File: src/include/cfg_loader_pkg.sv
// constants for the serial configuration loader and its byte fifo
// assumes one 40 MHz system clock; link pins are asynchronous to it
package cfg_loader_pkg;
	// array geometry of the loaded device
	localparam int ARRAY_ROWS = 16;
	localparam int ARRAY_COLS = 16;
	localparam int FRAME_BITS = (10 * ARRAY_ROWS) + 7 + 13 + 1 + 1 + 4;
	localparam int FRAME_COUNT = (36 * ARRAY_COLS) + 26 + 41 + 1;
	localparam int POSTAMBLE_BITS = 8;
	localparam int CHECK_BITS = 4;
	// last data bit index inside a frame (start bit is index 0)
	localparam logic [7:0] DATA_LAST = 8'(FRAME_BITS - CHECK_BITS - 1);
	localparam logic [7:0] CHECK_FIRST = 8'(FRAME_BITS - CHECK_BITS);
	localparam logic [9:0] FRAME_LAST = 10'(FRAME_COUNT - 1);
	// stream framing
	localparam logic [3:0] PREAMBLE = 4'h2;
	localparam logic [4:0] LEN_LAST = 5'h17;
	localparam logic [2:0] MODE_SLAVE_SERIAL = 3'h7;
	// timing counts
	localparam logic [1:0] INIT_SAMPLE_CLKS = 2'h2;
	localparam logic [2:0] IO_RELEASE_CCLKS = 3'h2;
	localparam logic [2:0] FINISH_CCLKS = 3'h4;
	// byte fifo shape
	localparam int FIFO_W = 8;
	localparam int FIFO_D = 8;
	typedef enum logic [7:0] {
		ST_WAIT = 8'h01,
		ST_PRE = 8'h02,
		ST_LEN = 8'h04,
		ST_FRAME = 8'h08,
		ST_PASS = 8'h10,
		ST_ERR = 8'h20,
		ST_OTHER = 8'h40
	} load_st_t;
endpackage

File: src/verilog/serial_config_loader.sv
// serial configuration loader with daisy-chain pass-through, plus its byte fifo
// assumes link pins arrive asynchronously and the link clock is far slower than sys_clk
`timescale 1ns/10ps

////////////////////////////////////////////////////////////////////////////////
module cfg_byte_fifo
	import cfg_loader_pkg::*;
#(
	parameter int W = FIFO_W,
	parameter int D = FIFO_D
) (
	// clock
	input wire logic sys_clk,
	input wire logic rst_n,
	input wire logic clk_en,
	// fill side
	input wire logic in_valid,
	input wire logic [W-1:0] in_data,
	output logic in_ready,
	// drain side
	output logic out_valid,
	output logic [W-1:0] out_data,
	input wire logic out_ready
);
	localparam int AW = $clog2(D);
	typedef struct packed {
		logic [D-1:0][W-1:0] mem;
		logic [AW:0] wr;
		logic [AW:0] rd;
	} fifo_state_t;
	fifo_state_t q, d;
	logic full, empty;

	assign empty = (q.wr == q.rd);
	assign full = (q.wr[AW-1:0] == q.rd[AW-1:0]) && (q.wr[AW] != q.rd[AW]);
	assign in_ready = ~full;
	assign out_valid = ~empty;
	assign out_data = q.mem[q.rd[AW-1:0]];

	always_comb begin
		d = q;
		if (in_valid && !full) begin
			d.mem[q.wr[AW-1:0]] = in_data;
			d.wr = q.wr + 1'b1;
		end
		if (out_ready && !empty) begin
			d.rd = q.rd + 1'b1;
		end
	end

	always_ff @(posedge sys_clk) begin
		if (!rst_n) begin
			q <= '0;
		end else if (clk_en) begin
			q <= d;
		end
	end
endmodule // cfg_byte_fifo

////////////////////////////////////////////////////////////////////////////////
// Behaviour
// - sample three mode pins; all high selects slave
// - sample modes two clocks after init high
// - on preamble 0010 capture length count
// - after length, hold pass-through output high
// - after own frames, forward data unchanged
// - count clocks; length match starts start-up
// - release user io two clocks after match
// - frame: start bit, data, four check bits
// - frame count from column count formula
// - program data is frames plus postamble
// - leading and trailing one dummies counted
// - keep counting trailing clocks to finish point
// - unfinished device refuses readback and scan
// - after load, mode pins become user io
// - check failure stops loading, drives init low
module serial_config_loader
	import cfg_loader_pkg::*;
(
	// clock and reset
	input wire logic sys_clk,
	input wire logic rst_n,
	input wire logic clk_en,
	// serial link
	input wire logic config_bit_clock,
	input wire logic din,
	output logic dout,
	// init status pin, open drain
	input wire logic init_n,
	output logic init_out,
	output logic init_oe,
	// mode pins
	input wire logic mode_select_pin_2,
	input wire logic mode_select_pin_1,
	input wire logic mode_select_pin_0,
	output logic mode_1_out,
	output logic mode_1_oe,
	// options and user side of mode pins
	input wire logic check_en,
	input wire logic user_mode_1,
	output logic [1:0] user_mode_in,
	output logic [2:0] sampled_mode,
	// status
	output logic high_during_cfg,
	output logic low_during_cfg_n,
	output logic done,
	output logic io_active,
	output logic finished,
	output logic readback_allow,
	output logic scan_allow,
	output logic cfg_error,
	output logic load_stall,
	// configuration bytes
	output logic cfg_byte_valid,
	output logic [FIFO_W-1:0] cfg_byte,
	input wire logic cfg_byte_ready
);
	typedef struct packed {
		logic [5:0] sync1;
		logic [5:0] sync2;
		logic config_bit_clock_prev;
		load_st_t st;
		logic [1:0] wait_cnt;
		logic [2:0] mode;
		logic [3:0] pre;
		logic [4:0] len_cnt;
		logic [23:0] len;
		logic len_ok;
		logic [7:0] bit_cnt;
		logic [9:0] frame_cnt;
		logic [3:0] chk;
		logic [7:0] byte_sh;
		logic [2:0] byte_n;
		logic [7:0] byte_q;
		logic push;
		logic [23:0] clk_cnt;
		logic matched;
		logic [2:0] post;
		logic dout;
		logic init_oe;
		logic hdc;
		logic ldc_n;
		logic done;
		logic io_en;
		logic finished;
		logic [1:0] user_in;
		logic m1_out;
		logic stall;
	} ld_state_t;
	ld_state_t q, d;
	logic fifo_in_ready;
	logic rise, bit_in, init_hi, loading;
	logic [3:0] pre_next;
	logic [1:0] chk_idx;

	cfg_byte_fifo #(
		.W(FIFO_W),
		.D(FIFO_D)
	) u_fifo (
		.sys_clk(sys_clk),
		.rst_n(rst_n),
		.clk_en(clk_en),
		.in_valid(q.push),
		.in_data(q.byte_q),
		.in_ready(fifo_in_ready),
		.out_valid(cfg_byte_valid),
		.out_data(cfg_byte),
		.out_ready(cfg_byte_ready)
	);

	////////////////////////////////////////////////////////////////////////////
	always_comb begin
		d = q;
		d.push = 1'b0;
		// pins pass two flops; only sync2 is read below
		d.sync1 = {config_bit_clock, din, init_n,
			mode_select_pin_2, mode_select_pin_1, mode_select_pin_0};
		d.sync2 = q.sync1;
		d.config_bit_clock_prev = q.sync2[5];
		d.stall = ~fifo_in_ready;
		rise = q.sync2[5] & ~q.config_bit_clock_prev;
		bit_in = q.sync2[4];
		init_hi = q.sync2[3];
		pre_next = {q.pre[2:0], bit_in};
		chk_idx = 2'(q.bit_cnt - CHECK_FIRST);
		loading = (q.st == ST_PRE) || (q.st == ST_LEN) ||
			(q.st == ST_FRAME) || (q.st == ST_PASS);
		case (q.st)
			ST_WAIT: begin
				if (init_hi) begin
					d.wait_cnt = q.wait_cnt + 2'h1;
					// two clocks after init seen high
					if (q.wait_cnt == INIT_SAMPLE_CLKS) begin
						d.mode = q.sync2[2:0];
						if (q.sync2[2:0] == MODE_SLAVE_SERIAL) begin
							d.st = ST_PRE;
						end else begin
							d.st = ST_OTHER;
						end
					end
				end else begin
					d.wait_cnt = 2'h0;
				end
			end
			ST_PRE: begin
				if (rise) begin
					d.pre = pre_next;
					d.dout = bit_in;
					if (pre_next == PREAMBLE) begin
						d.st = ST_LEN;
						d.len_cnt = 5'h0;
					end
				end
			end
			ST_LEN: begin
				if (rise) begin
					d.dout = bit_in;
					d.len = {q.len[22:0], bit_in};
					d.len_cnt = q.len_cnt + 5'h1;
					if (q.len_cnt == LEN_LAST) begin
						d.st = ST_FRAME;
						d.len_ok = 1'b1;
						d.bit_cnt = 8'h0;
						d.frame_cnt = 10'h0;
					end
				end
			end
			ST_FRAME: begin
				if (rise) begin
					// downstream sees ones while own frames load
					d.dout = 1'b1;
					if (q.bit_cnt == 8'h0) begin
						// ones before the first start bit are dummies; later ones are errors when checks are on
						if (!bit_in) begin
							d.bit_cnt = 8'h1;
							d.chk = 4'h0;
						end else if (check_en && q.frame_cnt != 10'h0) begin
							d.st = ST_ERR;
						end
					end else if (q.bit_cnt <= DATA_LAST) begin
						// data bits, folded into four check lanes
						d.chk[q.bit_cnt[1:0]] = q.chk[q.bit_cnt[1:0]] ^ bit_in;
						d.bit_cnt = q.bit_cnt + 8'h1;
						d.byte_sh = {q.byte_sh[6:0], bit_in};
						d.byte_n = q.byte_n + 3'h1;
						if (q.byte_n == 3'h7) begin
							d.byte_q = {q.byte_sh[6:0], bit_in};
							d.push = 1'b1;
							// link cannot be stalled, so overrun is an error
							if (!fifo_in_ready) begin
								d.st = ST_ERR;
							end
						end
					end else begin
						d.bit_cnt = q.bit_cnt + 8'h1;
						if (check_en && (bit_in != q.chk[chk_idx])) begin
							d.st = ST_ERR;
						end else if (chk_idx == 2'h3) begin
							d.bit_cnt = 8'h0;
							d.frame_cnt = q.frame_cnt + 10'h1;
							if (q.frame_cnt == FRAME_LAST) begin
								d.st = ST_PASS;
							end
						end
					end
				end
			end
			ST_PASS: begin
				if (rise) begin
					d.dout = bit_in;
				end
			end
			ST_ERR: begin
				d.init_oe = 1'b1;
			end
			ST_OTHER: begin
				d.dout = 1'b1;
			end
			default: begin
				d.st = ST_ERR;
			end
		endcase
		// count link clocks; match starts start-up
		if (rise && loading && !q.matched && d.st != ST_ERR) begin
			d.clk_cnt = q.clk_cnt + 24'h1;
			if (q.len_ok && (q.clk_cnt + 24'h1 == q.len)) begin
				d.matched = 1'b1;
			end
		end
		// keep counting trailing clocks after match
		// an error after the match must never release the io
		if (rise && q.matched && q.post != FINISH_CCLKS && d.st != ST_ERR) begin
			d.post = q.post + 3'h1;
			// io released two clocks after last bit
			if (q.post + 3'h1 == IO_RELEASE_CCLKS) begin
				d.io_en = 1'b1;
				d.done = 1'b1;
				d.hdc = 1'b0;
				d.ldc_n = 1'b1;
			end
			// finish point four clocks after match
			if (q.post + 3'h1 == FINISH_CCLKS) begin
				d.finished = 1'b1;
			end
		end
		// mode pins become user io after load
		if (q.io_en) begin
			d.user_in = {q.sync2[2], q.sync2[0]};
			d.m1_out = user_mode_1;
		end
	end

	always_ff @(posedge sys_clk) begin
		if (!rst_n) begin
			q <= '0;
			q.st <= ST_WAIT;
			q.dout <= 1'b1;
			q.hdc <= 1'b1;
			// idle line is high; zeros here would fake an early preamble
			q.pre <= 4'hf;
		end else if (clk_en) begin
			q <= d;
		end
	end

	////////////////////////////////////////////////////////////////////////////
	assign dout = q.dout;
	// open drain: only ever drives low
	assign init_out = q.ldc_n & ~q.ldc_n;
	assign init_oe = q.init_oe;
	assign mode_1_out = q.m1_out;
	assign mode_1_oe = q.io_en;
	assign user_mode_in = q.user_in;
	assign sampled_mode = q.mode;
	assign high_during_cfg = q.hdc;
	assign low_during_cfg_n = q.ldc_n;
	assign done = q.done;
	assign io_active = q.io_en;
	assign finished = q.finished;
	// readback and scan gated by finish point
	assign readback_allow = q.finished;
	assign scan_allow = q.finished;
	assign cfg_error = q.init_oe;
	assign load_stall = q.stall;
endmodule // serial_config_loader

File: config.mk
export PLATFORM = sky130hd
export DESIGN_NAME = serial_config_loader
export DESIGN_NICKNAME = d
export VERILOG_FILES = /design/src/include/cfg_loader_pkg.sv /design/src/verilog/serial_config_loader.sv
export SDC_FILE = /design/constraint.sdc
export NUM_CORES = 1
export LEC_CHECK = 0
export BUFFER_PORTS_ARGS = -buffer_cell sky130_fd_sc_hd__buf_2
export CAP_MARGIN = 20
export CORE_ASPECT_RATIO = 1.75
export CORE_MARGIN = 2
export CORE_UTILIZATION = 40
export DETAILED_ROUTE_END_ITERATION = 12
export PLACE_DENSITY = 0.55
export SLEW_MARGIN = 20
export SYNTH_ARGS = -nofsm -noshare
export SYNTH_HDL_FRONTEND = slang
export SYNTH_SLANG_ARGS = --single-unit
File: constraint.sdc
create_clock -name sys_clk -period 6.6 [get_ports sys_clk]
set_clock_uncertainty 0.15 [all_clocks]
set_input_delay 1.98 -clock sys_clk [delete_from_list [all_inputs] [get_ports sys_clk]]
set_output_delay 1.98 -clock sys_clk [all_outputs]
set_load 0.03 [all_outputs]
==> qor.yml <==
drcViolationCount: 0
routed_wl_um: 24600
setup_ws_ns: 1.89
drive_above_1_share_pct: 10.7
cts_tree: "yes"
r2r-start: "u_fifo.q[0]$_SDFFE_PN0P_"
synth_fp_nets: 1193
fin_crit_sh_pct: 71.4
io_buffers: 38
ys_ff_latch: 209
placementRows: 78
ys.warnings.count: 0
syn_inst: 1164
fmax_ghz: 0.212
ioPinCount: 40
switching_share_pct: 21.8
layout_common_cells: "209 x dfxtp_1, 111 x nand2_1, 97 x nor2b_1"
holdBufCountCts: 0
core_region_area_um2: 26100
initial_core_util_pct: 40.7
grt_pass1_wl_um: 40700
path_clk_slew_ns: 0.06
slew_headroom_pct: 26.4
cts_max_path_buffers: 3
die_w_um: 127
htreeDepth: 1
startpoint_type: "flop"
fin_nets: 1167
cts_resized: 0
synth.distinct_cells: 67
gp_congestion: 0.831
grt_max_degree: 98
cp-startpoint: "u_fifo.q[0]$_SDFFE_PN0P_"
cp_slowest_cell: "dfxtp_1"
end_kind: "output port"
cp.arrival_ns: 2.58
ys_seq_area_share_pct: 39.4
cap_viol_max_count: 0
combPwrFrac_pct: 2.7
final-setup-viol-count: 0
ir_drop_mv: 0.206
routedWlPerCell_um: 16.7
post_cts_buffers: 0
p_per_area_nw_per_um2: 227
seq_power_share_pct: 48.7
post-route-min-period_ns: 4.71
synthToLayoutAreaGrowth_pct: 8.52
cts_buffers: 22
leakage_nw: 4.21
dr.pass1.iters: 4
antenna_found_initial: 0
slew_violations: 0
die_h_um: 219
place_area_um2: 10800
tns_ns: 0
antenna_cells: 0
max_stage_delay_ns: 0.98
viasPerCell: 5.32
power.switching_mw: 0.572
syn_area_um2: 10600
grtUsageTotal_pct: 18.0
worstPathRequired_ns: 4.47
p_total_mw: 2.62
hold_start: "q[118]$_SDFFE_PN0P_"
critPathBufInv: 1
cts.sinks: 209
vias: 7838
drt_iter0_drc: 308
hold_viol: 0
synth_enable_flop_cells: 0
status: "finished clean"
finalInstanceArea_um2: 11500
cp_top_family: "flip-flops"
grt_pass1_vias: 7971
cts-root-buf: "clkbuf_16"
avgSynthCellArea_um2: 9.12
cp_max_fo: 14
ys.flop_type: "dfxtp_1"
hold_class: "reg -> reg"
overflow: 0
cp_cell_sequence: "mux4_2 -> mux2_2 -> buf_2"
clock_latency_ns: 0.52
crit_type: "reg -> out"
rsz0062_at_grt: "false"
clockPowerShare_pct: 48.6
critical_path_depth: 3
dp_slack_ns: 2.07
ant_nets: 0
die_area_um2: 27900
tightest_slew_ns: 1.10
p_int_mw: 2.05
rr_worst_depth: 9
hold_ws_ns: 0.319
final_common_cell: "dfxtp_1"
min_path_cells: 2
ys_async_sr_fraction_pct: 0
dp_hpwl_um: 17100
metrics by stage:
step / cells / util, %
2_1_floorplan: 1164 / -
5_1_grt: 1474 / 44.2
3_3_place_gp: 1434 / 41.4
6_report: 1474 / 44.2
3_5_place_dp: 1434 / 41.4
4_1_cts: 1474 / 44.2
power groups by stage:
| stage | sequential [mW] | clock [mW] | combinational [mW] |
|---|---|---|---|
| finish | 1.27 | 1.27 | 0.0702 |
| global route | 1.27 | 1.36 | 0.0785 |
| CTS | 1.27 | 1.32 | 0.0716 |
| detailed placement | 1.30 | 0 | 0.0713 |
| global placement | 1.30 | 0 | 0.0716 |
| floorplan | 1.30 | 0 | 0.0562 |
final cells by class:
cell class              instances  area, um2
clock inverters                10        106
repair buffers                 46        253
flip-flops and latches        209       4180
inverters                      23       86.3
multi-input cells             836       5860
clock buffers                  30        632
fillers                      2527      14500
well taps                     320        400
kinds of logic after synthesis:
logic type | count (synthesis) | synth area share, %
mux | 119 | 13.4
buf+inv | 119 | 5.45
fa+ha+maj | 17 | 2.00
flops | 209 | 39.4
other cells | 1 | 0.0353
simple gates | 476 | 23.8
compound gates | 140 | 9.03
xor+xnor | 83 | 6.85
flip-flops by register name (all words and copies together) (netlist names):
register and flops:
q 113, u_fifo.q 72, d 7, pre_next 3
sampled_mode 3, user_mode_in 2, bit_in 1, cfg_error 1
dout 1, finished 1, high_during_cfg 1, init_hi 1
io_active 1, load_stall 1, mode_1_out 1
synth_stat cells, drive strengths merged, types with 23 or more instances:
cell type | n | area, um2
nor2 | 70 | 270
mux2i | 93 | 931
nand3 | 39 | 195
dfxtp | 209 | 4180
xor2 | 36 | 315
nor2b | 97 | 607
nand2 | 111 | 417
inv | 23 | 86.3
and2 | 33 | 206
xnor2 | 47 | 412
o21ai | 30 | 150
a21boi | 47 | 353
nor3 | 29 | 150
clkbuf | 63 | 240
a21oi | 24 | 120
buf | 33 | 251
final timing paths:
check	end	slack [ns]
worst max register to register	io_active$_SDFFE_PN0P_	2.55
worst min-delay path	q[118]$_SDFFE_PN0P_	0.32
worst max-delay path	cfg_byte[5]	1.89
worst min register to register	q[118]$_SDFFE_PN0P_	0.32
tightest hold or removal path, cell delays in order (launching register included):
cell and delay, ns:
dfxtp_1 0.31, nand2_1 0.05, a21boi_0 0.06
per-layer routing:
metal | GRT usage (%) | vias up | share of wire (%)
li1 | - | 3940 | -
met1 | 18.6 | 3747 | 39
met2 | 35.7 | 99 | 55
met3 | 2.57 | 52 | 3.2
met4 | 7.40 | 0 | 3.3
met5 | 0 | - | 0
Power figures use the tool's default switching activity.
